### config.mk
export PLATFORM = sky130hd
export DESIGN_NAME = sock_regs
export DESIGN_NICKNAME = d
export VERILOG_FILES = /design/src/hw/sockbuf_pkg.sv /design/src/hw/sock_bus_if.sv /design/src/hw/spi_byte_rx.sv /design/src/hw/sock_regs.sv
export SDC_FILE = /design/constraint.sdc
export NUM_CORES = 2
export LEC_CHECK = 0
export BUFFER_PORTS_ARGS = -buffer_cell sky130_fd_sc_hd__buf_4
export CELL_PAD_IN_SITES_DETAIL_PLACEMENT = 0
export CELL_PAD_IN_SITES_GLOBAL_PLACEMENT = 2
export CORE_ASPECT_RATIO = 0.8
export CORE_UTILIZATION = 46
export DETAILED_ROUTE_END_ITERATION = 10
export GPL_TIMING_DRIVEN = 0
export PLACE_DENSITY_LB_ADDON = 0.12
export SYNTH_ARGS = -nofsm -noshare
export SYNTH_HDL_FRONTEND = slang
export SYNTH_SLANG_ARGS = --single-unit
### constraint.sdc
create_clock -name clk_in -period 11.2 [get_ports clk_in]
set_input_delay 1.12 -clock clk_in [delete_from_list [all_inputs] [get_ports clk_in]]
set_output_delay 1.12 -clock clk_in [all_outputs]
set_load 0.05 [all_outputs]
### src/hw/sockbuf_pkg.sv
// Shared constants for the socket buffer register bank and its serial port.
// Assumes a 200 MHz system clock; all counts derive from that rate.
package sockbuf_pkg;
   localparam int          CLK_MHZ            = 200;
   localparam int          NUM_SOCKETS        = 8;
   localparam int          TX_BLOCKS          = 16;
   localparam int          BLOCK_BYTES        = 1024;
   // Register byte offsets within a socket window
   localparam logic [7:0]  OFS_TX_FREE        = 8'h20;
   localparam logic [7:0]  OFS_TX_CONSUME     = 8'h22;
   localparam logic [7:0]  OFS_TX_PRODUCE     = 8'h24;
   localparam logic [7:0]  OFS_RX_SIZE        = 8'h26;
   localparam logic [7:0]  OFS_RX_CONSUME     = 8'h28;
   localparam logic [7:0]  OFS_RX_PRODUCE     = 8'h2a;
   localparam logic [7:0]  OFS_EVENT_MASK     = 8'h2c;
   localparam logic [7:0]  OFS_IP_FRAGMENT    = 8'h2d;
   localparam logic [7:0]  OFS_KEEPALIVE      = 8'h2f;
   localparam logic [7:0]  OFS_TX_KBYTES      = 8'h1f;
   // Reset values, transmit size limit and established state code
   localparam logic [7:0]  EVENT_MASK_RESET   = 8'hff;
   localparam logic [4:0]  EVENT_MASK_BITS    = 5'h1f;
   localparam logic [15:0] IP_FRAGMENT_RESET  = 16'h4000;
   localparam logic [7:0]  KEEPALIVE_RESET    = 8'h00;
   localparam logic [4:0]  TX_KBYTES_RESET    = 5'h02;
   localparam logic [4:0]  TX_KBYTES_MAX      = 5'h10;
   localparam logic [7:0]  STATE_ESTABLISHED  = 8'h17;
   // Event flag bit positions
   localparam int          EV_CONNECT         = 0;
   localparam int          EV_DISCONNECT      = 1;
   localparam int          EV_RECEIVE         = 2;
   localparam int          EV_TIMEOUT         = 3;
   localparam int          EV_SEND_DONE       = 4;
   // Control word: bit 2 write, bits 7:5 socket number
   localparam int          CTL_WRITE_BIT      = 2;
   localparam int          CTL_SOCK_LSB       = 5;
   // Timing
   localparam int          RESET_STRETCH_MS   = 10;
   localparam int          RESET_STRETCH_CYC  = RESET_STRETCH_MS * CLK_MHZ * 1000;
   localparam int          KEEPALIVE_UNIT_S   = 5;
   localparam longint      KEEPALIVE_UNIT_CYC = longint'(KEEPALIVE_UNIT_S) * CLK_MHZ * 1000000;
   localparam int          KEEPALIVE_RETRIES  = 8;
endpackage

### src/hw/sock_bus_if.sv
// Carries received bytes and frame start/active flags from the serial front end to the bank.
// Assumes both ends run on the same system clock.
`timescale 1ns/1ps
interface sock_bus_if;
   logic       byte_valid;
   logic [7:0] byte_data;
   logic       frame_start;
   logic       frame_active;
   modport front (output byte_valid, output byte_data, output frame_start, output frame_active);
   modport bank  (input byte_valid, input byte_data, input frame_start, input frame_active);
endinterface

### src/hw/spi_byte_rx.sv
// Serial front end: samples link pins with the system clock, assembles bytes.
// Assumes the link clock is much slower than the system clock.
`timescale 1ns/1ps
module spi_byte_rx
   import sockbuf_pkg::*;
(
   input  wire logic    clk_in,
   input  wire logic    rst_n_in,
   input  wire logic    sclk_pin_in,
   input  wire logic    chip_select_n_in,
   input  wire logic    serial_in,
   input  wire logic    [7:0] tx_byte_in,
   output logic         shift_fall_out,
   output logic         tx_bit_out,
   sock_bus_if.front    bus
);
   logic [2:0] sclk_sync_reg;
   logic [2:0] cs_sync_reg;
   logic [2:0] sdi_sync_reg;
   logic       sclk_reg;
   logic       cs_n_reg;
   logic [2:0] bit_cnt_reg;
   logic [6:0] shift_reg;
   logic [7:0] tx_shift_reg;

   always_ff @(posedge clk_in)
   begin
      if (!rst_n_in)
      begin
         sclk_sync_reg <= 3'h0;
         cs_sync_reg   <= 3'h7;
         sdi_sync_reg  <= 3'h0;
      end
      else
      begin
         sclk_sync_reg <= {sclk_sync_reg[1:0], sclk_pin_in};
         cs_sync_reg   <= {cs_sync_reg[1:0], chip_select_n_in};
         sdi_sync_reg  <= {sdi_sync_reg[1:0], serial_in};
      end
   end

   // A level counts once stages two and three agree
   always_ff @(posedge clk_in)
   begin
      if (!rst_n_in)
      begin
         sclk_reg <= 1'b0;
         cs_n_reg <= 1'b1;
      end
      else
      begin
         if (sclk_sync_reg[1] == sclk_sync_reg[2])
            sclk_reg <= sclk_sync_reg[2];
         if (cs_sync_reg[1] == cs_sync_reg[2])
            cs_n_reg <= cs_sync_reg[2];
      end
   end

   wire rise = !sclk_reg && (sclk_sync_reg[1] == sclk_sync_reg[2]) && sclk_sync_reg[2];
   wire fall = sclk_reg && (sclk_sync_reg[1] == sclk_sync_reg[2]) && !sclk_sync_reg[2];

   // Sample on rising edges, MSB first, eight bits a byte
   always_ff @(posedge clk_in)
   begin
      if (!rst_n_in || cs_n_reg)
      begin
         bit_cnt_reg     <= 3'h0;
         shift_reg       <= 7'h00;
         bus.byte_valid  <= 1'b0;
         bus.byte_data   <= 8'h00;
      end
      else
      begin
         bus.byte_valid <= 1'b0;
         if (rise && !cs_n_reg)
         begin
            bit_cnt_reg <= bit_cnt_reg + 3'h1;
            shift_reg   <= {shift_reg[5:0], sdi_sync_reg[2]};
            if (bit_cnt_reg == 3'h7)
            begin
               bus.byte_valid <= 1'b1;
               bus.byte_data  <= {shift_reg, sdi_sync_reg[2]};
            end
         end
      end
   end

   // Output shifts on falling edges; each byte loads on the falling edge while the bit count is zero so bit 7 is ready
   always_ff @(posedge clk_in)
   begin
      if (!rst_n_in)
      begin
         tx_shift_reg   <= 8'h00;
         tx_bit_out     <= 1'b0;
         shift_fall_out <= 1'b0;
      end
      else
      begin
         shift_fall_out <= fall;
         if (fall && !cs_n_reg)
         begin
            if (bit_cnt_reg == 3'h0)
            begin
               tx_bit_out   <= tx_byte_in[7];
               tx_shift_reg <= {tx_byte_in[6:0], 1'b0};
            end
            else
            begin
               tx_bit_out   <= tx_shift_reg[7];
               tx_shift_reg <= {tx_shift_reg[6:0], 1'b0};
            end
         end
      end
   end

   always_ff @(posedge clk_in)
   begin
      if (!rst_n_in)
      begin
         bus.frame_active <= 1'b0;
         bus.frame_start  <= 1'b0;
      end
      else
      begin
         bus.frame_active <= !cs_n_reg;
         bus.frame_start  <= !cs_n_reg && !bus.frame_active;
      end
   end
endmodule // spi_byte_rx

### src/hw/sock_regs.sv
// Socket buffer register bank behind a serial slave port, eight sockets.
// Assumes the protocol engine drives the event, send and receive strobes.
`timescale 1ns/1ps
// Summary of operation
// Transmit memory is 16 blocks of 1 KB, allocated to sockets 0..7 in order.
// Host keeps total transmit allocation within 16 KB.
// Free space equals full buffer size when nothing pending.
// Host never writes more bytes than reported free space.
// Consume pointer starts at buffer base after socket init; device advances it.
// Send command transmits bytes from consume to produce pointer.
// Host reads produce pointer, writes data, writes back advanced pointer.
// Received size register shows bytes waiting in receive buffer.
// Host reads receive consume pointer, reads data, writes it back advanced.
// Receive produce pointer starts at base, advances on received data.
// Event mask resets to ff; bits 4..0 gate flags; 7..5 read-only.
// Interrupt pin low only when mask bit and global socket bit set.
// Fragment field resets to 4000 and feeds the IP header.
// Keep-alive interval counts 5 s units; zero disables.
// Connected idle TCP socket sends keep-alive at the interval.
// Unacknowledged keep-alives beyond retry limit raise timeout event.
// Manual keep-alive only works when interval is zero.
// Mode 0 or 3, sample rising, shift falling, 8 bits MSB first.
// Host waits about 0.7 us before re-accessing a written register.
// Host leaves 50 ns between bytes, 100 ns after the control word.
// Frame: two address bytes, one control word, then data.
// Data bytes continue until chip select deasserts.
// Reset held while low and stretched about 10 ms after release.
// Event flags set by send done, timeout, receive, disconnect, connect.
// Transmit size accepts 0..16 KB, reset 2.
// Multi-byte registers big-endian; data bytes step through offsets.
// Control word holds write bit 2 and socket number bits 7..5.
module sock_regs
   import sockbuf_pkg::*;
#(
   parameter int RESET_CYCLES = RESET_STRETCH_CYC,
   parameter longint KA_UNIT_CYCLES = KEEPALIVE_UNIT_CYC
)
(
   input  wire logic        clk_in,
   input  wire logic        rst_n_in,
   input  wire logic        ext_reset_n_in,
   input  wire logic        sclk_in,
   input  wire logic        chip_select_n_in,
   input  wire logic        serial_in,
   input  wire logic [7:0]  socket_irq_mask_global_in,
   input  wire logic [7:0]  socket_init_in,
   input  wire logic [7:0]  send_cmd_in,
   input  wire logic [7:0]  keepalive_cmd_in,
   input  wire logic [7:0]  keepalive_ack_in,
   input  wire logic [7:0]  tcp_mode_in,
   input  wire logic [63:0] socket_state_in,
   input  wire logic [7:0]  rx_load_in,
   input  wire logic [15:0] rx_load_len_in,
   input  wire logic [39:0] event_in,
   output logic             serial_out,
   output logic             serial_out_oe_n_out,
   output logic             irq_out_n,
   output logic [7:0]       keepalive_send_out,
   output logic [7:0]       tx_send_out,
   output logic [15:0]      tx_send_len_out,
   output logic [127:0]     ip_fragment_out,
   output logic             device_ready_out
);
   typedef enum {ST_ADDR_HI, ST_ADDR_LO, ST_CTRL, ST_DATA} frame_t;

   sock_bus_if bus ();
   frame_t      fstate_reg;
   logic [15:0] addr_reg;
   logic [7:0]  ctrl_reg;
   logic [2:0]  ext_sync_reg;
   logic        ext_ok_reg;
   logic [31:0] stretch_reg;
   logic        live_n;
   logic [7:0]  rd_byte;
   logic        tx_bit;
   logic        fall_pulse;

   logic [4:0]  tx_kbytes_reg   [NUM_SOCKETS];
   logic [15:0] tx_consume_reg  [NUM_SOCKETS];
   logic [15:0] tx_produce_reg  [NUM_SOCKETS];
   logic [15:0] rx_consume_reg  [NUM_SOCKETS];
   logic [15:0] rx_produce_reg  [NUM_SOCKETS];
   logic [4:0]  event_mask_reg  [NUM_SOCKETS];
   logic [4:0]  event_flags_reg [NUM_SOCKETS];
   logic [15:0] ip_frag_reg     [NUM_SOCKETS];
   logic [7:0]  keepalive_reg   [NUM_SOCKETS];
   logic [39:0] ka_timer_reg    [NUM_SOCKETS];
   logic [3:0]  ka_miss_reg     [NUM_SOCKETS];
   logic [15:0] tx_base         [NUM_SOCKETS];
   logic [15:0] tx_size         [NUM_SOCKETS];

   spi_byte_rx u_rx (
      .clk_in           (clk_in),
      .rst_n_in         (!live_n),
      .sclk_pin_in      (sclk_in),
      .chip_select_n_in (chip_select_n_in),
      .serial_in        (serial_in),
      .tx_byte_in       (rd_byte),
      .shift_fall_out   (fall_pulse),
      .tx_bit_out       (tx_bit),
      .bus              (bus)
   );

   // Reset stretch after the external pin rises
   always_ff @(posedge clk_in)
   begin
      if (!rst_n_in)
      begin
         ext_sync_reg <= 3'h0;
         ext_ok_reg   <= 1'b0;
         stretch_reg  <= 32'h0;
      end
      else
      begin
         ext_sync_reg <= {ext_sync_reg[1:0], ext_reset_n_in};
         if (ext_sync_reg[1] == ext_sync_reg[2])
            ext_ok_reg <= ext_sync_reg[2];
         if (!ext_ok_reg)
            stretch_reg <= 32'h0;
         else if (stretch_reg != 32'(RESET_CYCLES))
            stretch_reg <= stretch_reg + 32'h1;
      end
   end
   assign live_n = !rst_n_in || (stretch_reg != 32'(RESET_CYCLES));

   always_ff @(posedge clk_in)
   begin
      if (!rst_n_in)
         device_ready_out <= 1'b0;
      else
         device_ready_out <= !live_n;
   end

   // Block allocation in ascending socket order
   always_comb
   begin
      logic [15:0] acc;
      acc = 16'h0;
      for (int s = 0; s < NUM_SOCKETS; s++)
      begin
         tx_base[s] = acc;
         tx_size[s] = 16'(tx_kbytes_reg[s]) * 16'(BLOCK_BYTES);
         acc = acc + tx_size[s];
      end
   end

   // Frame sequencing
   always_ff @(posedge clk_in)
   begin
      if (live_n || bus.frame_start)
      begin
         fstate_reg <= ST_ADDR_HI;
         addr_reg   <= 16'h0;
         ctrl_reg   <= 8'h00;
      end
      else if (bus.byte_valid)
      begin
         case (fstate_reg)
            ST_ADDR_HI:
            begin
               addr_reg[15:8] <= bus.byte_data;
               fstate_reg     <= ST_ADDR_LO;
            end
            ST_ADDR_LO:
            begin
               addr_reg[7:0] <= bus.byte_data;
               fstate_reg    <= ST_CTRL;
            end
            ST_CTRL:
            begin
               ctrl_reg   <= bus.byte_data;
               fstate_reg <= ST_DATA;
            end
            ST_DATA:
               addr_reg <= addr_reg + 16'h1;
            default:
               fstate_reg <= ST_ADDR_HI;
         endcase
      end
   end

   wire [2:0] sock   = ctrl_reg[7:CTL_SOCK_LSB];
   wire       do_wr  = bus.byte_valid && fstate_reg == ST_DATA && ctrl_reg[CTL_WRITE_BIT];
   wire [7:0] ofs    = addr_reg[7:0];
   wire [7:0] wdat   = bus.byte_data;

   // Read mux, big-endian pairs
   always_comb
   begin
      logic [15:0] w;
      w = 16'h0;
      rd_byte = 8'h00;
      case ({ofs[7:1], 1'b0})
         OFS_TX_FREE:    w = tx_size[sock] - (tx_produce_reg[sock] - tx_consume_reg[sock]);
         OFS_TX_CONSUME: w = tx_consume_reg[sock];
         OFS_TX_PRODUCE: w = tx_produce_reg[sock];
         OFS_RX_SIZE:    w = rx_produce_reg[sock] - rx_consume_reg[sock];
         OFS_RX_CONSUME: w = rx_consume_reg[sock];
         OFS_RX_PRODUCE: w = rx_produce_reg[sock];
         default:        w = 16'h0;
      endcase
      if (ofs >= OFS_TX_FREE && ofs < OFS_EVENT_MASK)
         rd_byte = ofs[0] ? w[7:0] : w[15:8];
      else if (ofs == OFS_EVENT_MASK)
         rd_byte = {EVENT_MASK_RESET[7:5], event_mask_reg[sock]};
      else if (ofs == OFS_IP_FRAGMENT)
         rd_byte = ip_frag_reg[sock][15:8];
      else if (ofs == OFS_IP_FRAGMENT + 8'h1)
         rd_byte = ip_frag_reg[sock][7:0];
      else if (ofs == OFS_KEEPALIVE)
         rd_byte = keepalive_reg[sock];
      else if (ofs == OFS_TX_KBYTES)
         rd_byte = {3'h0, tx_kbytes_reg[sock]};
   end

   // Host-written configuration registers
   always_ff @(posedge clk_in)
   begin
      for (int s = 0; s < NUM_SOCKETS; s++)
      begin
         if (live_n)
         begin
            tx_kbytes_reg[s]  <= TX_KBYTES_RESET;
            event_mask_reg[s] <= EVENT_MASK_BITS;
            ip_frag_reg[s]    <= IP_FRAGMENT_RESET;
            keepalive_reg[s]  <= KEEPALIVE_RESET;
         end
         else if (do_wr && sock == 3'(s))
         begin
            if (ofs == OFS_TX_KBYTES && wdat <= 8'(TX_KBYTES_MAX))
               tx_kbytes_reg[s] <= wdat[4:0];
            if (ofs == OFS_EVENT_MASK)
               event_mask_reg[s] <= wdat[4:0];
            if (ofs == OFS_IP_FRAGMENT)
               ip_frag_reg[s][15:8] <= wdat;
            if (ofs == OFS_IP_FRAGMENT + 8'h1)
               ip_frag_reg[s][7:0] <= wdat;
            if (ofs == OFS_KEEPALIVE)
               keepalive_reg[s] <= wdat;
         end
      end
   end

   // Pointers: host owns produce (tx) and consume (rx); device owns the rest
   always_ff @(posedge clk_in)
   begin
      for (int s = 0; s < NUM_SOCKETS; s++)
      begin
         // Any size change moves every later base, so all sockets restart their pointers
         if (live_n || socket_init_in[s] || (do_wr && ofs == OFS_TX_KBYTES))
         begin
            tx_consume_reg[s] <= tx_base[s];
            tx_produce_reg[s] <= tx_base[s];
            rx_consume_reg[s] <= 16'h0;
            rx_produce_reg[s] <= 16'h0;
         end
         else
         begin
            if (send_cmd_in[s])
               tx_consume_reg[s] <= tx_produce_reg[s];
            if (rx_load_in[s])
               rx_produce_reg[s] <= rx_produce_reg[s] + rx_load_len_in;
            if (do_wr && sock == 3'(s) && ofs == OFS_TX_PRODUCE)
               tx_produce_reg[s][15:8] <= wdat;
            if (do_wr && sock == 3'(s) && ofs == OFS_TX_PRODUCE + 8'h1)
               tx_produce_reg[s][7:0] <= wdat;
            if (do_wr && sock == 3'(s) && ofs == OFS_RX_CONSUME)
               rx_consume_reg[s][15:8] <= wdat;
            if (do_wr && sock == 3'(s) && ofs == OFS_RX_CONSUME + 8'h1)
               rx_consume_reg[s][7:0] <= wdat;
         end
      end
   end

   always_ff @(posedge clk_in)
   begin
      if (live_n)
      begin
         tx_send_out     <= 8'h00;
         tx_send_len_out <= 16'h0;
      end
      else
      begin
         tx_send_out     <= send_cmd_in;
         tx_send_len_out <= 16'h0;
         for (int s = 0; s < NUM_SOCKETS; s++)
            if (send_cmd_in[s])
               tx_send_len_out <= tx_produce_reg[s] - tx_consume_reg[s];
      end
   end

   // Keep-alive timers
   always_ff @(posedge clk_in)
   begin
      for (int s = 0; s < NUM_SOCKETS; s++)
      begin
         if (live_n)
         begin
            ka_timer_reg[s]       <= 40'h0;
            ka_miss_reg[s]        <= 4'h0;
            keepalive_send_out[s] <= 1'b0;
         end
         else
         begin
            keepalive_send_out[s] <= 1'b0;
            if (keepalive_ack_in[s] || send_cmd_in[s] || rx_load_in[s])
               ka_miss_reg[s] <= 4'h0;
            if (keepalive_reg[s] == 8'h00 || !tcp_mode_in[s] ||
                socket_state_in[8*s +: 8] != STATE_ESTABLISHED || send_cmd_in[s] || rx_load_in[s])
            begin
               ka_timer_reg[s] <= 40'h0;
               if (keepalive_reg[s] == 8'h00 && keepalive_cmd_in[s])
                  keepalive_send_out[s] <= 1'b1;
            end
            // Forty bits hold 255 units of the full-rate count without wrapping
            else if (ka_timer_reg[s] >= 40'(KA_UNIT_CYCLES) * 40'(keepalive_reg[s]) - 40'h1)
            begin
               ka_timer_reg[s]       <= 40'h0;
               keepalive_send_out[s] <= 1'b1; // see R14
               if (!keepalive_ack_in[s] && ka_miss_reg[s] != 4'(KEEPALIVE_RETRIES))
                  ka_miss_reg[s] <= ka_miss_reg[s] + 4'h1;
            end
            else
               ka_timer_reg[s] <= ka_timer_reg[s] + 40'h1;
         end
      end
   end

   // Event flags; set wins over clear
   always_ff @(posedge clk_in)
   begin
      for (int s = 0; s < NUM_SOCKETS; s++)
      begin
         if (live_n)
            event_flags_reg[s] <= 5'h00;
         else
         begin
            // An event in the same cycle as an init clear still lands
            event_flags_reg[s] <= (socket_init_in[s] ? 5'h00 : event_flags_reg[s]) | event_in[5*s +: 5];
            if (ka_miss_reg[s] == 4'(KEEPALIVE_RETRIES))
               event_flags_reg[s][EV_TIMEOUT] <= 1'b1;
         end
      end
   end

   always_ff @(posedge clk_in)
   begin
      logic any;
      any = 1'b0;
      for (int s = 0; s < NUM_SOCKETS; s++)
         if (socket_irq_mask_global_in[s] && |(event_flags_reg[s] & event_mask_reg[s]))
            any = 1'b1;
      if (live_n)
         irq_out_n <= 1'b1;
      else
         irq_out_n <= !any;
   end

   always_ff @(posedge clk_in)
   begin
      for (int s = 0; s < NUM_SOCKETS; s++)
         if (live_n)
            ip_fragment_out[16*s +: 16] <= IP_FRAGMENT_RESET;
         else
            ip_fragment_out[16*s +: 16] <= ip_frag_reg[s];
   end

   // Output pin driven in the data phase of a read frame and for one clock at the start of the frame that follows it
   always_ff @(posedge clk_in)
   begin
      if (live_n)
      begin
         serial_out          <= 1'b0;
         serial_out_oe_n_out <= 1'b1;
      end
      else
      begin
         serial_out          <= tx_bit;
         serial_out_oe_n_out <= !(bus.frame_active && fstate_reg == ST_DATA && !ctrl_reg[CTL_WRITE_BIT]);
      end
   end

   AST_IRQ_MASKED: assert property (@(posedge clk_in) disable iff (live_n)
      (socket_irq_mask_global_in == 8'h00) |=> irq_out_n)
      else $error("irq asserted with all sockets masked");
   AST_KA_MANUAL: assert property (@(posedge clk_in) disable iff (live_n)
      (keepalive_cmd_in[0] && keepalive_reg[0] != 8'h00 && ka_timer_reg[0] == 40'h0 && tcp_mode_in[0] == 1'b0)
      |=> !keepalive_send_out[0])
      else $error("manual keep-alive honoured with nonzero interval");
   AST_READY: assert property (@(posedge clk_in) disable iff (!rst_n_in)
      !ext_ok_reg |=> ##1 !device_ready_out)
      else $error("ready while external reset active");
   AST_SEND_PULSE: assert property (@(posedge clk_in) disable iff (live_n)
      send_cmd_in[0] |=> tx_send_out[0])
      else $error("send command not passed on");
   AST_OE_WRITE: assert property (@(posedge clk_in) disable iff (live_n)
      (fstate_reg == ST_DATA && ctrl_reg[CTL_WRITE_BIT]) |=> serial_out_oe_n_out)
      else $error("output driven during a write frame");
   AST_KA_TIMEOUT: assert property (@(posedge clk_in) disable iff (live_n)
      (ka_miss_reg[0] == 4'(KEEPALIVE_RETRIES)) |=> event_flags_reg[0][EV_TIMEOUT])
      else $error("timeout flag missing after retries");
   cover property (@(posedge clk_in) disable iff (live_n) do_wr);
   cover property (@(posedge clk_in) disable iff (live_n) !irq_out_n);
   cover property (@(posedge clk_in) disable iff (live_n) |keepalive_send_out);
   cover property (@(posedge clk_in) disable iff (live_n) fall_pulse && !serial_out_oe_n_out);
endmodule // sock_regs

==> flow_metrics.env <==
export IMPL_status="finished with violations"
export IMPL_violations="max-capacitance violations, max-slew violations"
export IMPL_synth_top_family_by_area="adder cells"
export IMPL_start_kind="flip-flop"
export IMPL_synthTopCellsByArea="edfxtp_1 31%, ha_1 13%, fa_1 7.3%"
export IMPL_post_cts_setup_buffer_count=0
export IMPL_drt_iter0_drc=10303
export IMPL_yosys_register_bits=1433
export IMPL_arrival_ns=10.13
export IMPL_clkTransAtPathRegs_ns=0.07
export IMPL_synth_compound_area_share_pct=9.25
export IMPL_crit_fanout=13
export IMPL_cp_slowest_cell="edfxtp_1"
export IMPL_grt_overflow=0
export IMPL_whs_ns=0.406
export IMPL_hold_path_class="reg2reg"
export IMPL_vias=89477
export IMPL_dp_hpwl_um=327000
export IMPL_grt_max_degree=17
export IMPL_wl_per_cell_um=27.0
export IMPL_yosysWarnings=0
export IMPL_drtPass1Iterations=6
export IMPL_die_area_mm2=0.244
export IMPL_synthDistinctLibCells=96
export IMPL_cts_inserted_buffers=171
export IMPL_final_cell_mix="1,160 x ha_1, 1,137 x edfxtp_1, 1,119 x nor2_1, 973 x inv_1, 676 x nand2_1"
export IMPL_grt_pass1_vias=85148
export IMPL_fin_crit_ns=9.57
export IMPL_final_hold_violation_count=0
export IMPL_syn_cell_area_mm2=0.111
export IMPL_num_nets_final=13597
export IMPL_synth_ff_type="edfxtp_1"
export IMPL_drive_above_1_share_pct=8.27
export IMPL_core_area_mm2=0.239
export IMPL_clockBufferDepth=4
export IMPL_end_kind="flip-flop"
export IMPL_cpMostUsedCell="inv_1"
export IMPL_power_density_mw_per_mm2=96.5
export IMPL_critPathKind="reg2reg"
export IMPL_htreeDepth=4
export IMPL_setup_viol=0
export IMPL_portBuffers=341
export IMPL_dpl_cell_count=14827
export IMPL_viasPerCell=5.90
export IMPL_worst_pin_slew_ns=1.68
export IMPL_async_reset_ff_share_pct=0
export IMPL_grt_pass1_wl_um=583000
export IMPL_critPathRequiredTime_ns=11.76
export IMPL_die_h_um=442
export IMPL_layout_commonest_cell="ha_1"
export IMPL_avgSynthCellArea_um2=10.1
export IMPL_maxCapViolCount=17
export IMPL_rsz0062_at_grt="no"
export IMPL_netlist_instances=10990
export IMPL_relSlewSlack_pct=-13.3
export IMPL_drc=0
export IMPL_yosysSeqAreaShare_pct=36.1
export IMPL_track_usage_pct=32.9
export IMPL_rows=160
export IMPL_grt_antenna_before_repair=38
export IMPL_peakVddDrop_mv=0.127
export IMPL_root_buffer="clkbuf_16"
export IMPL_io_pins=346
export IMPL_power_leakage_nw=55.8
export IMPL_finalNonFillerCells=15164
export IMPL_fin_ws_ns=1.63
export IMPL_wirelength_um=409000
export IMPL_period_share_pct=85.4
export IMPL_synth_top_cell_area_share_pct=30.7
export IMPL_post_cts_resized=0
export IMPL_dieWidth_um=552
export IMPL_yosys_area_share_simple_pct=16.3
export IMPL_start_util_pct=46.5
export IMPL_synthAdderAreaFrac_pct=20.4
export IMPL_largest_reg_flops=320
export IMPL_slew_viol_final=142
export IMPL_clk_latency_ns=0.91
export IMPL_synthMuxAreaShare_pct=5.53
export IMPL_synthXorXnorAreaFrac_pct=7.81
export IMPL_synthToLayoutAreaGrowth_pct=12.4
export IMPL_hold_buffers=0
export IMPL_antenna_left=0
export IMPL_finalSetupTns_ns=0
export IMPL_max_freq_mhz=105
export IMPL_detailedPlace_worstSlack_ns=1.42
export IMPL_cts_tree="yes"
export IMPL_finalWeightedCongestion=1.03
export IMPL_slowest_delay_ns=1.18
export IMPL_yosysTopAreaCell="edfxtp_1"
export IMPL_clock_sinks=1433
export IMPL_fin_worst_skew_ns=0.121
export IMPL_synth_edff_count=1137
-- layout make-up --
cell class	instances	area, µm²
clock buffer	216	4660
sequential	1433	40100
multi-input combinational	8515	67200
fill	21644	114000
inverter	976	3660
clock inverter	88	1030
timing repair buffer	365	2800
antenna	26	65.1
buffer	386	1510
tap	3159	3950
-- power by group --
part,switching (mW),total (mW),leakage [nW],internal (mW)
registers,0.0750,5.82,15.1,5.74
clock network,2.44,5.87,2.77,3.43
logic,0.224,0.370,37.9,0.146
-- path summary, 6_finish.rpt --
path | startpoint | endpoint | slack, ns | cells after the start
min reg2reg | u_rx.cs_sync_reg[0]$_SDFF_PN1_ | u_rx.cs_sync_reg[1]$_SDFF_PN1_ | 0.41 | 1
max | keepalive_reg[7][0]$_SDFFCE_PN0P_ | ka_timer_reg[1][128]$_SDFFCE_PN0P_ | 1.63 | 27
min | u_rx.cs_sync_reg[0]$_SDFF_PN1_ | u_rx.cs_sync_reg[1]$_SDFF_PN1_ | 0.41 | 1
max reg2reg | keepalive_reg[7][0]$_SDFFCE_PN0P_ | ka_timer_reg[1][128]$_SDFFCE_PN0P_ | 1.63 | 27
-- cells by family (layout without fill, tap and decap cells) --
| kind of cell | Yosys count | in the layout |
|---|---|---|
| other | 1 | 347 |
| AO/OA/AOI/OAI | 1606 | 1606 |
| XOR/XNOR | 991 | 991 |
| buffers and inverters | 1362 | 2031 |
| multiplexers | 349 | 349 |
| flip-flops | 1433 | 1433 |
| AND/OR/NAND/NOR | 3681 | 3681 |
| adder cells (fa/ha/maj) | 1567 | 1567 |
-- routing by layer --
layer	part of all wire (%)	GRT usage [%]	vias to the layer above
li1	-	-	40590
met1	43	46.5	43546
met2	39	45.2	4496
met3	13	11.5	819
met4	4.8	13.7	26
met5	0.18	0.986	-
-- cells in the mapped netlist (all sizes together) (21+ instances only) --
master      n
a31oi      38
fa        407
o31ai      32
nand2     676
o211ai     36
nand3b     26
buf        52
nor2b      91
edfxtp   1137
nand4     139
ha       1160
o21ai     356
a21o      248
nor3      328
or2        24
mux4      206
and3      315
nor2     1122
and4       28
a211oi     52
a21oi     465
nor4      155
mux2i      88
or3        82
mux2       55
inv       973
o221ai     21
a21boi     21
dfxtp     296
o2111ai    22
and2      236
a22oi      22
o22ai      25
xor2      432
o21bai     32
nand3     287
xnor2     559
o21a       68
clkbuf    334
nand2b     83
a221oi     26
-- metrics by stage --
| stage | util (%) | power [mW] | instance area (µm²) |
|---|---|---|---|
| finish | 52.3 | 12.1 | 125000 |
| global route | 52.3 | 12.3 | 125000 |
| CTS | 52.2 | 12.1 | 125000 |
| detailed placement | 49.9 | 6.29 | 119000 |
| global placement | 49.8 | 6.28 | 119000 |
| floorplan | - | 6.12 | 112000 |
-- critical path, delay by kind of cell, from the launching register on --
| family | cells | cell delay [ns] |
|---|---|---|
| AOI/OAI and AO/OA | 5 | 1.65 |
| muxes | 1 | 0.09 |
| buffers and inverters | 5 | 0.94 |
| and+or+nand+nor | 10 | 3.05 |
| adders and majority gates | 5 | 2.12 |
| xor gates and xnor gates | 1 | 0.09 |
| DFF | 1 | 1.18 |
No activity file was read; power rests on OpenSTA's default activity.
